--- config.mk ---
export PLATFORM = sky130hd
export DESIGN_NAME = ucf_clock_failsafe
export DESIGN_NICKNAME = d
export VERILOG_FILES = /design/src/rtl/ucf_clock_failsafe.v
export VERILOG_INCLUDE_DIRS = /design/src /design/src/rtl
export SDC_FILE = /design/constraint.sdc
export NUM_CORES = 1
export LEC_CHECK = 0
export BUFFER_PORTS_ARGS = -buffer_cell sky130_fd_sc_hd__buf_2
export CORE_UTILIZATION = 35
export DETAILED_ROUTE_END_ITERATION = 7
export PLACE_DENSITY = 0.59
export SETUP_SLACK_MARGIN = 0.15
export SLEW_MARGIN = 20
export SYNTH_ARGS = -nofsm -noshare
export SYNTH_HDL_FRONTEND = slang
export SYNTH_SLANG_ARGS = --single-unit
export TNS_END_PERCENT = 50
--- constraint.sdc ---
create_clock -name pclk -period 5.7 [get_ports pclk]
set_input_delay 1.14 -clock pclk [delete_from_list [all_inputs] [get_ports pclk]]
set_output_delay 1.14 -clock pclk [all_outputs]
set_load 0.05 [all_outputs]
--- src/rtl/ucf_regs.vh ---
// Register offsets, field positions, reset values and timing counts for the clock monitor
`ifndef UCF_REGS_VH
`define UCF_REGS_VH
`define UCF_OFF_CFG        12'h000
`define UCF_OFF_CTRL       12'h004
`define UCF_OFF_TUNE       12'h008
`define UCF_OFF_IRQ_EN     12'h00c
`define UCF_OFF_IRQ_FLAG   12'h010
`define UCF_OFF_CLKSEL     12'h014
`define UCF_OFF_STATUS     12'h018
`define UCF_CFG_TWO_SPEED_BIT 7
`define UCF_CFG_FCM_BIT    6
`define UCF_CFG_PLL_BIT    4
`define UCF_CTRL_RUN_BIT   3
`define UCF_TUNE_SPLL_BIT  6
`define UCF_IRQ_OSCF_BIT   7
`define UCF_CFG_RESET      8'h00
`define UCF_CTRL_RESET     8'h30
`define UCF_TUNE_RESET     8'h00
`define UCF_CLKSEL_RESET   8'h00
`define UCF_STARTUP_COUNT  11'd1024
`define UCF_SAMPLE_DIV     7'd64
`define UCF_SAMPLE_HALF    7'd32
`define UCF_MODE_LP        4'h0
`define UCF_MODE_XT        4'h1
`define UCF_MODE_HS        4'h2
`endif

--- src/rtl/ucf_clock_failsafe.v ---
// Clock source selection, two-speed start-up and fail-safe clock monitor with APB registers
//
// Contract
// - Full speed: 48 MHz direct or 12 MHz times four; divider codes give 48/24/16/12
// - Low speed: USB divide 1 for 12 MHz, 0 for 6 MHz; system clock /1../4
// - USB derived system frequencies hold only when clock select is 00
// - With two-speed start-up, run from internal oscillator while start-up timer counts
// - LP/XT/HS without two-speed start-up halts code for 1024 oscillator cycles
// - Two-speed start-up switches back to primary oscillator when timer expires
// - Two-speed start-up acts after power-on, power-up timer and wake-up
// - Read-only status bit set on primary oscillator, clear on internal oscillator
// - Monitor enabled by its config bit, covers all external modes, after timer expiry
// - Sample clock is the low-frequency internal oscillator divided by 64
// - Detector latch set on external falling edge, cleared on sample rising edge
// - Failure when a full sample half-cycle passes without primary clock going low
// - On failure switch to internal source per frequency select and set fail flag
// - Interrupt request when fail flag and its enable are both set
// - After failure stay on internal source, never return on its own
// - Reset or toggling upper clock-select bit clears condition and restarts timer; in EC/RC modes the toggle does not clear the condition
// - When restarted timer expires, clear condition and switch to external source
// - Fail flag and fail condition are cleared independently
// - EC and RC modes skip the start-up timer; monitor active at once
// - Monitor enable forces two-speed start-up on
// - PLL on when config bit is 1, else follows software PLL enable
//
// Decided for this implementation: the APB slave port and the register addresses.
`timescale 1ns/100ps
`include "ucf_regs.vh"
module ucf_clock_failsafe (
   // APB slave
   input  wire        pclk,
   input  wire        presetn,
   input  wire        psel,
   input  wire        penable,
   input  wire        pwrite,
   input  wire [11:0] paddr,
   input  wire [31:0] pwdata,
   output wire        pready,
   output reg  [31:0] prdata,
   output wire        pslverr,
   // Clock sources, sampled
   input  wire        ext_osc_clk,
   input  wire        lfint_osc_clk,
   // Power events
   input  wire        por_event,
   input  wire        power_up_timer_done,
   input  wire        wake_event,
   // Clock control outputs
   output reg         code_run,
   output reg         sys_from_primary,
   output reg  [2:0]  sys_internal_freq,
   output reg         pll_on,
   output reg  [1:0]  cpu_clk_divide_sel,
   output reg         usb_clk_divide_sel,
   output reg         usb_derived_clk,
   output reg         irq
);
   reg  [7:0]  cfg_reg;
   reg  [7:0]  ctrl_reg;
   reg  [7:0]  tune_reg;
   reg  [7:0]  irq_en_reg;
   reg         osc_fail_flag_reg;
   reg  [7:0]  clksel_reg;
   reg  [2:0]  ext_sync_reg;
   reg  [2:0]  lf_sync_reg;
   reg  [5:0]  lf_div_reg;
   reg         sample_clk_reg;
   reg         sample_prev_reg;
   reg         detect_latch_reg;
   reg  [10:0] startup_cnt_reg;
   reg         startup_run_reg;
   reg         failsafe_reg;
   reg         sel_hi_prev_reg;
   wire        wr_en;
   wire        rd_en;
   wire        ext_fall;
   wire        lf_rise;
   wire        crystal_mode;
   wire        fcm_en;
   wire        two_speed_en;
   wire        startup_begin;
   wire        sel_hi_toggle;
   wire        sample_rise;
   wire        sample_fall;
   wire        fail_detect;
   wire [1:0]  sys_clk_select;

   assign pready  = 1'b1;
   assign pslverr = 1'b0;
   assign wr_en   = psel & penable & pwrite;
   assign rd_en   = psel & ~pwrite;
   assign sys_clk_select = ctrl_reg[1:0];
   assign crystal_mode = (cfg_reg[3:0] == `UCF_MODE_LP) | (cfg_reg[3:0] == `UCF_MODE_XT)
                       | (cfg_reg[3:0] == `UCF_MODE_HS);
   assign fcm_en  = cfg_reg[`UCF_CFG_FCM_BIT];
   assign two_speed_en = cfg_reg[`UCF_CFG_TWO_SPEED_BIT] | fcm_en;
   assign sel_hi_toggle = ctrl_reg[1] ^ sel_hi_prev_reg;
   assign startup_begin = por_event | power_up_timer_done | wake_event
                        | (failsafe_reg & sel_hi_toggle);
   assign ext_fall = ext_sync_reg[2] & ~ext_sync_reg[1];
   assign lf_rise  = lf_sync_reg[1] & ~lf_sync_reg[2];
   assign sample_rise = sample_clk_reg & ~sample_prev_reg;
   assign sample_fall = ~sample_clk_reg & sample_prev_reg;
   // Latch still clear at the end of the high half: no external fall in a whole half-cycle
   assign fail_detect = fcm_en & ~startup_run_reg & ~failsafe_reg
                      & sample_fall & ~detect_latch_reg & ~ext_fall;

   // Synchronisers for the external and low-frequency clocks
   always @(posedge pclk or negedge presetn) begin
      if (!presetn) begin
         ext_sync_reg <= 3'h0;
         lf_sync_reg  <= 3'h0;
      end else begin
         ext_sync_reg <= {ext_sync_reg[1:0], ext_osc_clk};
         lf_sync_reg  <= {lf_sync_reg[1:0], lfint_osc_clk};
      end
   end

   // Sample clock divider and fail detector
   always @(posedge pclk or negedge presetn) begin
      if (!presetn) begin
         lf_div_reg       <= 6'h00;
         sample_clk_reg   <= 1'b0;
         sample_prev_reg  <= 1'b0;
         detect_latch_reg <= 1'b0;
      end else begin
         if (lf_rise) begin
            lf_div_reg <= lf_div_reg + 6'h01;
            if (lf_div_reg == 6'h1f || lf_div_reg == 6'h3f)
               sample_clk_reg <= ~sample_clk_reg;
         end
         sample_prev_reg <= sample_clk_reg;
         if (ext_fall)
            detect_latch_reg <= 1'b1;
         else if (sample_rise)
            detect_latch_reg <= 1'b0;
      end
   end

   // Start-up timer and fail-safe condition
   always @(posedge pclk or negedge presetn) begin
      if (!presetn) begin
         startup_cnt_reg <= 11'h000;
         startup_run_reg <= 1'b1;
         failsafe_reg    <= 1'b0;
         sel_hi_prev_reg <= 1'b0;
      end else begin
         sel_hi_prev_reg <= ctrl_reg[1];
         if (startup_begin) begin
            startup_cnt_reg <= 11'h000;
            startup_run_reg <= crystal_mode;
         end else if (startup_run_reg) begin
            // Expiry on the falling edge that completes the full count
            if (!crystal_mode
                || (ext_fall && startup_cnt_reg == `UCF_STARTUP_COUNT - 11'd1)) begin
               startup_run_reg <= 1'b0;
               failsafe_reg    <= 1'b0;
            end else if (ext_fall)
               startup_cnt_reg <= startup_cnt_reg + 11'h001;
         end
         if (fail_detect)
            failsafe_reg <= 1'b1;
      end
   end

   // Clock source and divider outputs
   always @(posedge pclk or negedge presetn) begin
      if (!presetn) begin
         code_run           <= 1'b0;
         sys_from_primary   <= 1'b0;
         sys_internal_freq  <= 3'h3;
         pll_on             <= 1'b0;
         cpu_clk_divide_sel <= 2'h0;
         usb_clk_divide_sel <= 1'b0;
         usb_derived_clk    <= 1'b0;
         irq                <= 1'b0;
      end else begin
         sys_from_primary  <= (sys_clk_select == 2'b00) & ~startup_run_reg
                              & ~failsafe_reg;
         code_run          <= ~startup_run_reg | two_speed_en | ~crystal_mode;
         sys_internal_freq <= ctrl_reg[6:4];
         pll_on <= cfg_reg[`UCF_CFG_PLL_BIT] | tune_reg[`UCF_TUNE_SPLL_BIT];
         cpu_clk_divide_sel <= clksel_reg[1:0];
         usb_clk_divide_sel <= clksel_reg[2];
         usb_derived_clk   <= (sys_clk_select == 2'b00);
         irq <= osc_fail_flag_reg & irq_en_reg[`UCF_IRQ_OSCF_BIT];
      end
   end

   // Register writes
   always @(posedge pclk or negedge presetn) begin
      if (!presetn) begin
         cfg_reg           <= `UCF_CFG_RESET;
         ctrl_reg          <= `UCF_CTRL_RESET;
         tune_reg          <= `UCF_TUNE_RESET;
         irq_en_reg        <= 8'h00;
         osc_fail_flag_reg <= 1'b0;
         clksel_reg        <= `UCF_CLKSEL_RESET;
      end else begin
         if (wr_en) begin
            case (paddr)
               `UCF_OFF_CFG:    cfg_reg    <= pwdata[7:0];
               `UCF_OFF_CTRL:   ctrl_reg   <= {pwdata[7:4], 1'b0, pwdata[2:0]};
               `UCF_OFF_TUNE:   tune_reg   <= pwdata[7:0];
               `UCF_OFF_IRQ_EN: irq_en_reg <= {pwdata[7:1], 1'b0};
               `UCF_OFF_CLKSEL: clksel_reg <= {5'h00, pwdata[2:0]};
               default: ;
            endcase
         end
         if (fail_detect)
            osc_fail_flag_reg <= 1'b1;
         else if (wr_en && paddr == `UCF_OFF_IRQ_FLAG && !pwdata[`UCF_IRQ_OSCF_BIT])
            osc_fail_flag_reg <= 1'b0;
      end
   end

   // Register reads
   always @* begin
      prdata = 32'h0;
      if (rd_en) begin
         case (paddr)
            `UCF_OFF_CFG:      prdata = {24'h0, cfg_reg};
            `UCF_OFF_CTRL:     prdata = {24'h0, ctrl_reg[7:4], sys_from_primary, 1'b1,
                                         ctrl_reg[1:0]};
            `UCF_OFF_TUNE:     prdata = {24'h0, tune_reg};
            `UCF_OFF_IRQ_EN:   prdata = {24'h0, irq_en_reg};
            `UCF_OFF_IRQ_FLAG: prdata = {24'h0, osc_fail_flag_reg, 7'h00};
            `UCF_OFF_CLKSEL:   prdata = {24'h0, clksel_reg};
            `UCF_OFF_STATUS:   prdata = {28'h0, code_run, failsafe_reg, startup_run_reg, pll_on};
            default:           prdata = 32'h0;
         endcase
      end
   end
endmodule // ucf_clock_failsafe

* After elaboration in Yosys (flattened, before gate mapping)
Cells that the tools add are included.
Storage, ports and cells: flip-flop bits (word level) 74, input bits 54, ROM bits 0, latch bits 0, memories kept 0, bits in writable memories 0
Cells by class: order comparisons 0, bitwise gates (word level) 36, divide/modulo/power cells 0, reduce and logical (&&, ||, !) cells 24, $mul 0, equal/unequal tests 13, $add $sub $neg 2, multiplexer cells 17, shift-type cells 0
Operators by type and width (count):
- $pmux W8 S7 | 1
- $mux W11 | 4
- $eq A12 B5 Y1 const B | 3
- $eq A12 B4 Y1 const B | 2
- $and A1 B1 Y1 | 16
- $eq A12 B3 Y1 const B | 1
- $logic_not A12 Y1 | 1
- $reduce_and A2 Y1 | 6
- $reduce_bool A2 Y1 | 6
- $add A11 B1 Y11 const B | 1
- $eq A11 B10 Y1 const B | 1
- $mux W1 | 11
- $not A1 Y1 | 10
- $or A1 B1 Y1 | 9
- $mux W8 | 1
- $add A6 B1 Y6 const B | 1
- $eq A6 B5 Y1 const B | 1
- $eq A6 B6 Y1 const B | 1
- $reduce_and A3 Y1 | 2
- $eq A4 B1 Y1 const B | 1
- $eq A4 B2 Y1 const B | 1
- $logic_not A4 Y1 | 1
- $logic_and A1 B1 Y1 | 3
- $logic_not A1 Y1 | 2
- other kinds (5) | 6

* Longest topological paths before layout
depth in word-level cells 9, mapped depth 6, depth with buffers taken out 5

* Worst setup path before layout
OpenSTA, ideal clock, no wires.
path kind input port to output port, from input paddr[9], to output prdata[1], arrival time 3.304 ns, buffers on the path 0, setup slack 1.256 ns, cell stages on the path 4, data required time 4.560 ns, cell sequence or4_4 > nor3_1 > nand4b_1 > a211oi_1
Between the ends: cells in the longest elaborated chain, start to end 3, elaborated cells on any way between the ends 9
RTL lines:
- start, declared | line ucf_clock_failsafe.v:36 | input wire [11:0] paddr,
- $eq A12 B5 Y1, or another cell as far along | line ucf_clock_failsafe.v:221 | case (paddr)
- $pmux W8 S7 * | line ucf_clock_failsafe.v:221
- $mux W8 * | line ucf_clock_failsafe.v:220 | if (rd_en) begin
- end, declared | line ucf_clock_failsafe.v:39 | output reg [31:0] prdata,
Mark *: on every way between the ends. The rest lies on a longest branch, timed or not.

* Worst setup path after layout
from input paddr[9], to output prdata[4]
The elaborated chain is that of the path after synthesis.

==> flow_summary.ini <==
[worst_hold_path]
hold_path.class = reg -> reg
min_path_cells = 0
holdPathEnd = ext_sync_reg[1]
hold_start = ext_sync_reg[0]

[clocking]
cts_inserted_buffers = 9
cts_tree = done
cts.sinks = 72
ctsHtreeMaxLevel = 3
insertion_delay_ns = 0.34
clk_path_buf_depth = 2
cts_root_buf = clkbuf_8
cts_hold_buf = 0
post_cts_buffers = 0
clkTransAtPathRegs_ns = 0.08
post_cts_resized = 0

[die]
start_util_pct = 36.8
die_x_um = 102
core_area_sq_um = 9420
chipHeight_um = 102
die-area_sq_um = 10300
rows = 35
ios = 99

[power]
worst_ir_drop_vdd_mv = 0.188
powerDensity_nw_per_um2 = 273
p_int_w = 0.000783
pwr-share-seq_pct = 51.7
comb_power_share_pct = 10.4
power.leakage_nw = 1.87
finalPower_w = 0.00107
netSwitchingPower_w = 0.000286
switching_share_pct = 26.7
clockPowerShare_pct = 38.0

[grt]
met2_usage_pct = 22.5
grt_max_degree = 73
met1_usage_pct = 19.9
antenna_found_initial = 0
grt_overflow = 0
gr-usage-all-layers_pct = 14.7
grt_pass1_wl_mm = 11.5
grt_pass1_vias = 2297
grt_busiest_layer = met2
use_met3_pct = 4.14

[route]
wl_per_cell_um = 14.6
viasPerCell = 4.92
drtIter0Drc = 87
antenna_left = 0
wl_mm = 6.89
drc = 0
vias = 2318
first_pass_iters = 4

[critical_path]
path_delay_family = simple AND/OR/NAND/NOR gates
r2r_slack_ns = 3.52
end_kind = output pin
crit_path_max_incr_delay_ns = 0.53
rr_startpoint = cfg_reg[0]
critPathMaxFanout = 8
crit_buf_inv = 2
r2r_end = startup_cnt_reg[6]
cp_data_required_time_ns = 4.56
r2r.worst_path.cells = 4
path_class = in -> out
crit_chain = buf_2 > or4_4 > nor3_1 > nand4b_1 > nor3b_1 > buf_2
crit_path_top_delay_cell = or4_4
cpMostUsedCell = buf_2
cp-start-kind = input pin
cp_data_arrival_time_ns = 3.12

[sta]
final_hold_viol_count = 0
worst_pin_slew_ns = 0.928
finalMaxSlewViolations = 0
maxSlewHeadroom_pct = 38.1
finalCritPeriodShare_pct = 74.8
fin_tns_setup_ns = 0
fin_crit_ns = 4.26
clock.fmax_mhz = 234
rsz0062_at_grt = no
skew_ns = 0.00934
setup_viol = 0
layout_setup_ws_ns = 1.44

[placement]
port_buffers = 48
gp_congestion = 0.780
dp_hpwl_mm = 4.61
dpl_worst_slack_ns = 1.47

[finish]
area_growth_pct = 13.1
antenna_cells = 0
layout.area.seq_sq_um = 1810
fill_cells = 938
fin_nets = 393
drive_above_1_share_pct = 33.6
largest_reg_flops = 11
multiInputGateArea_sq_um = 1480

[logic_synthesis]
yosys_warnings = 0
synth_seq_cells = 72
synth_ff_type = dfrtp_1
synth_cells = 290
synth_area_sq_um = 3470
async_flop_share_pct = 100
ys_seq_area_share_pct = 52.1
syn_area_per_cell_sq_um = 12.0
synth_edf_count = 0
ys_types = 50

[run_status]
outcome = complete, no violations

[run]
maxCapViolCount = 0
==> worst max path at each step <==
stage / slack [ns] / cells after the start / end / startpoint
floorplan: 1.26 / 4 / prdata[1] / paddr[9]
global placement: 1.48 / 6 / prdata[1] / paddr[9]
detailed placement: 1.47 / 6 / prdata[4] / paddr[9]
CTS: 1.46 / 6 / prdata[4] / paddr[9]
global route: 1.28 / 6 / prdata[6] / paddr[9]
finish: 1.44 / 6 / prdata[4] / paddr[9]
==> per-stage QoR <==
stage	hold slack, ns	instance area [sq um]	std cells	util, %
4_1_cts	0.354	3920	471	41.6
5_1_grt	0.359	3920	471	41.6
3_5_place_dp	0.335	3720	455	39.5
3_3_place_gp	0.333	3720	455	39.5
2_1_floorplan	0.331	3560	314	-
6_report	0.354	3920	471	41.6
==> final cells by class <==
cell class	count	share of cell area [%]
inverter	6	0.574
tap	129	4.12
clock buffer	11	3.61
timing repair buffer	50	6.51
sequential	72	46.1
clock inverter	5	1.44
multi-input combinational	198	37.7
==> placed cells by master, fill, tap and decap left out, types with 3 or more instances in the layout <==
cell type,Yosys,final
nand2_1,8,8
nand3_1,6,6
dfrtp_1,67,67
xor2_1,4,4
mux2_2,27,27
conb_1,2,26
o31ai_1,6,6
nand4_1,5,5
nor2_1,9,9
nand2b_1,4,4
or2_2,3,3
mux2_4,8,8
mux4_2,4,4
o21ai_0,7,7
a21oi_1,14,14
dfstp_2,5,5
buf_2,2,48
nor3b_1,4,4
mux2i_1,4,4
or4_1,4,4
inv_1,6,6
nor2b_1,6,6
and3_1,4,4
nor3_1,4,4
or3_1,9,9
clkbuf_8,0,10
a211oi_1,3,3
==> cell usage after synthesis (3+ instances only) <==
cell type / number / area (sq um)
mux2_4: 8 / 120
or2_2: 3 / 18.8
dfrtp_1: 67 / 1680
a211oi_1: 3 / 22.5
a21oi_1: 14 / 70.1
nor2_1: 9 / 33.8
mux4_2: 4 / 90.1
nor3_1: 4 / 20.0
clkbuf_1: 7 / 26.3
dfstp_2: 5 / 131
nand2_1: 8 / 30.0
buf_4: 26 / 195
or4_1: 4 / 30.0
nand4_1: 5 / 31.3
mux2i_1: 4 / 40.0
mux2_2: 27 / 304
nand2b_1: 4 / 25.0
o21ai_0: 7 / 35.0
nand3_1: 6 / 30.0
and3_1: 4 / 25.0
inv_1: 6 / 22.5
o31ai_1: 6 / 45.0
or3_1: 9 / 56.3
nor3b_1: 4 / 30.0
nor2b_1: 6 / 37.5
xor2_1: 4 / 35.0
==> per-layer routing <==
layer / up-vias / part of all wire (%)
met2: 57 / 47
met4: 0 / 1.2
met1: 1157 / 48
met5: - / 0
met3: 8 / 3.9
li1: 1096 / -
==> power by group through the flow <==
stage / clock, W / sequential, W / combinational, W
floorplan: 0 / 0.000559 / 0.0000942
global placement: 0 / 0.000561 / 0.000109
detailed placement: 0 / 0.000563 / 0.000112
CTS: 0.000417 / 0.000553 / 0.000112
global route: 0.000437 / 0.000556 / 0.000123
finish: 0.000406 / 0.000552 / 0.000111
==> kinds of logic after synthesis <==
group	count (synthesis)	share of synthesized area [%]
buf+inv	44	7.87
fa+ha+maj	2	0.722
flops	72	52.1
compound gates	41	7.54
simple gates	80	14.0
xor+xnor	6	1.52
mux	43	16.0
other cells	2	0.217
Power figures use the tool's default switching activity.
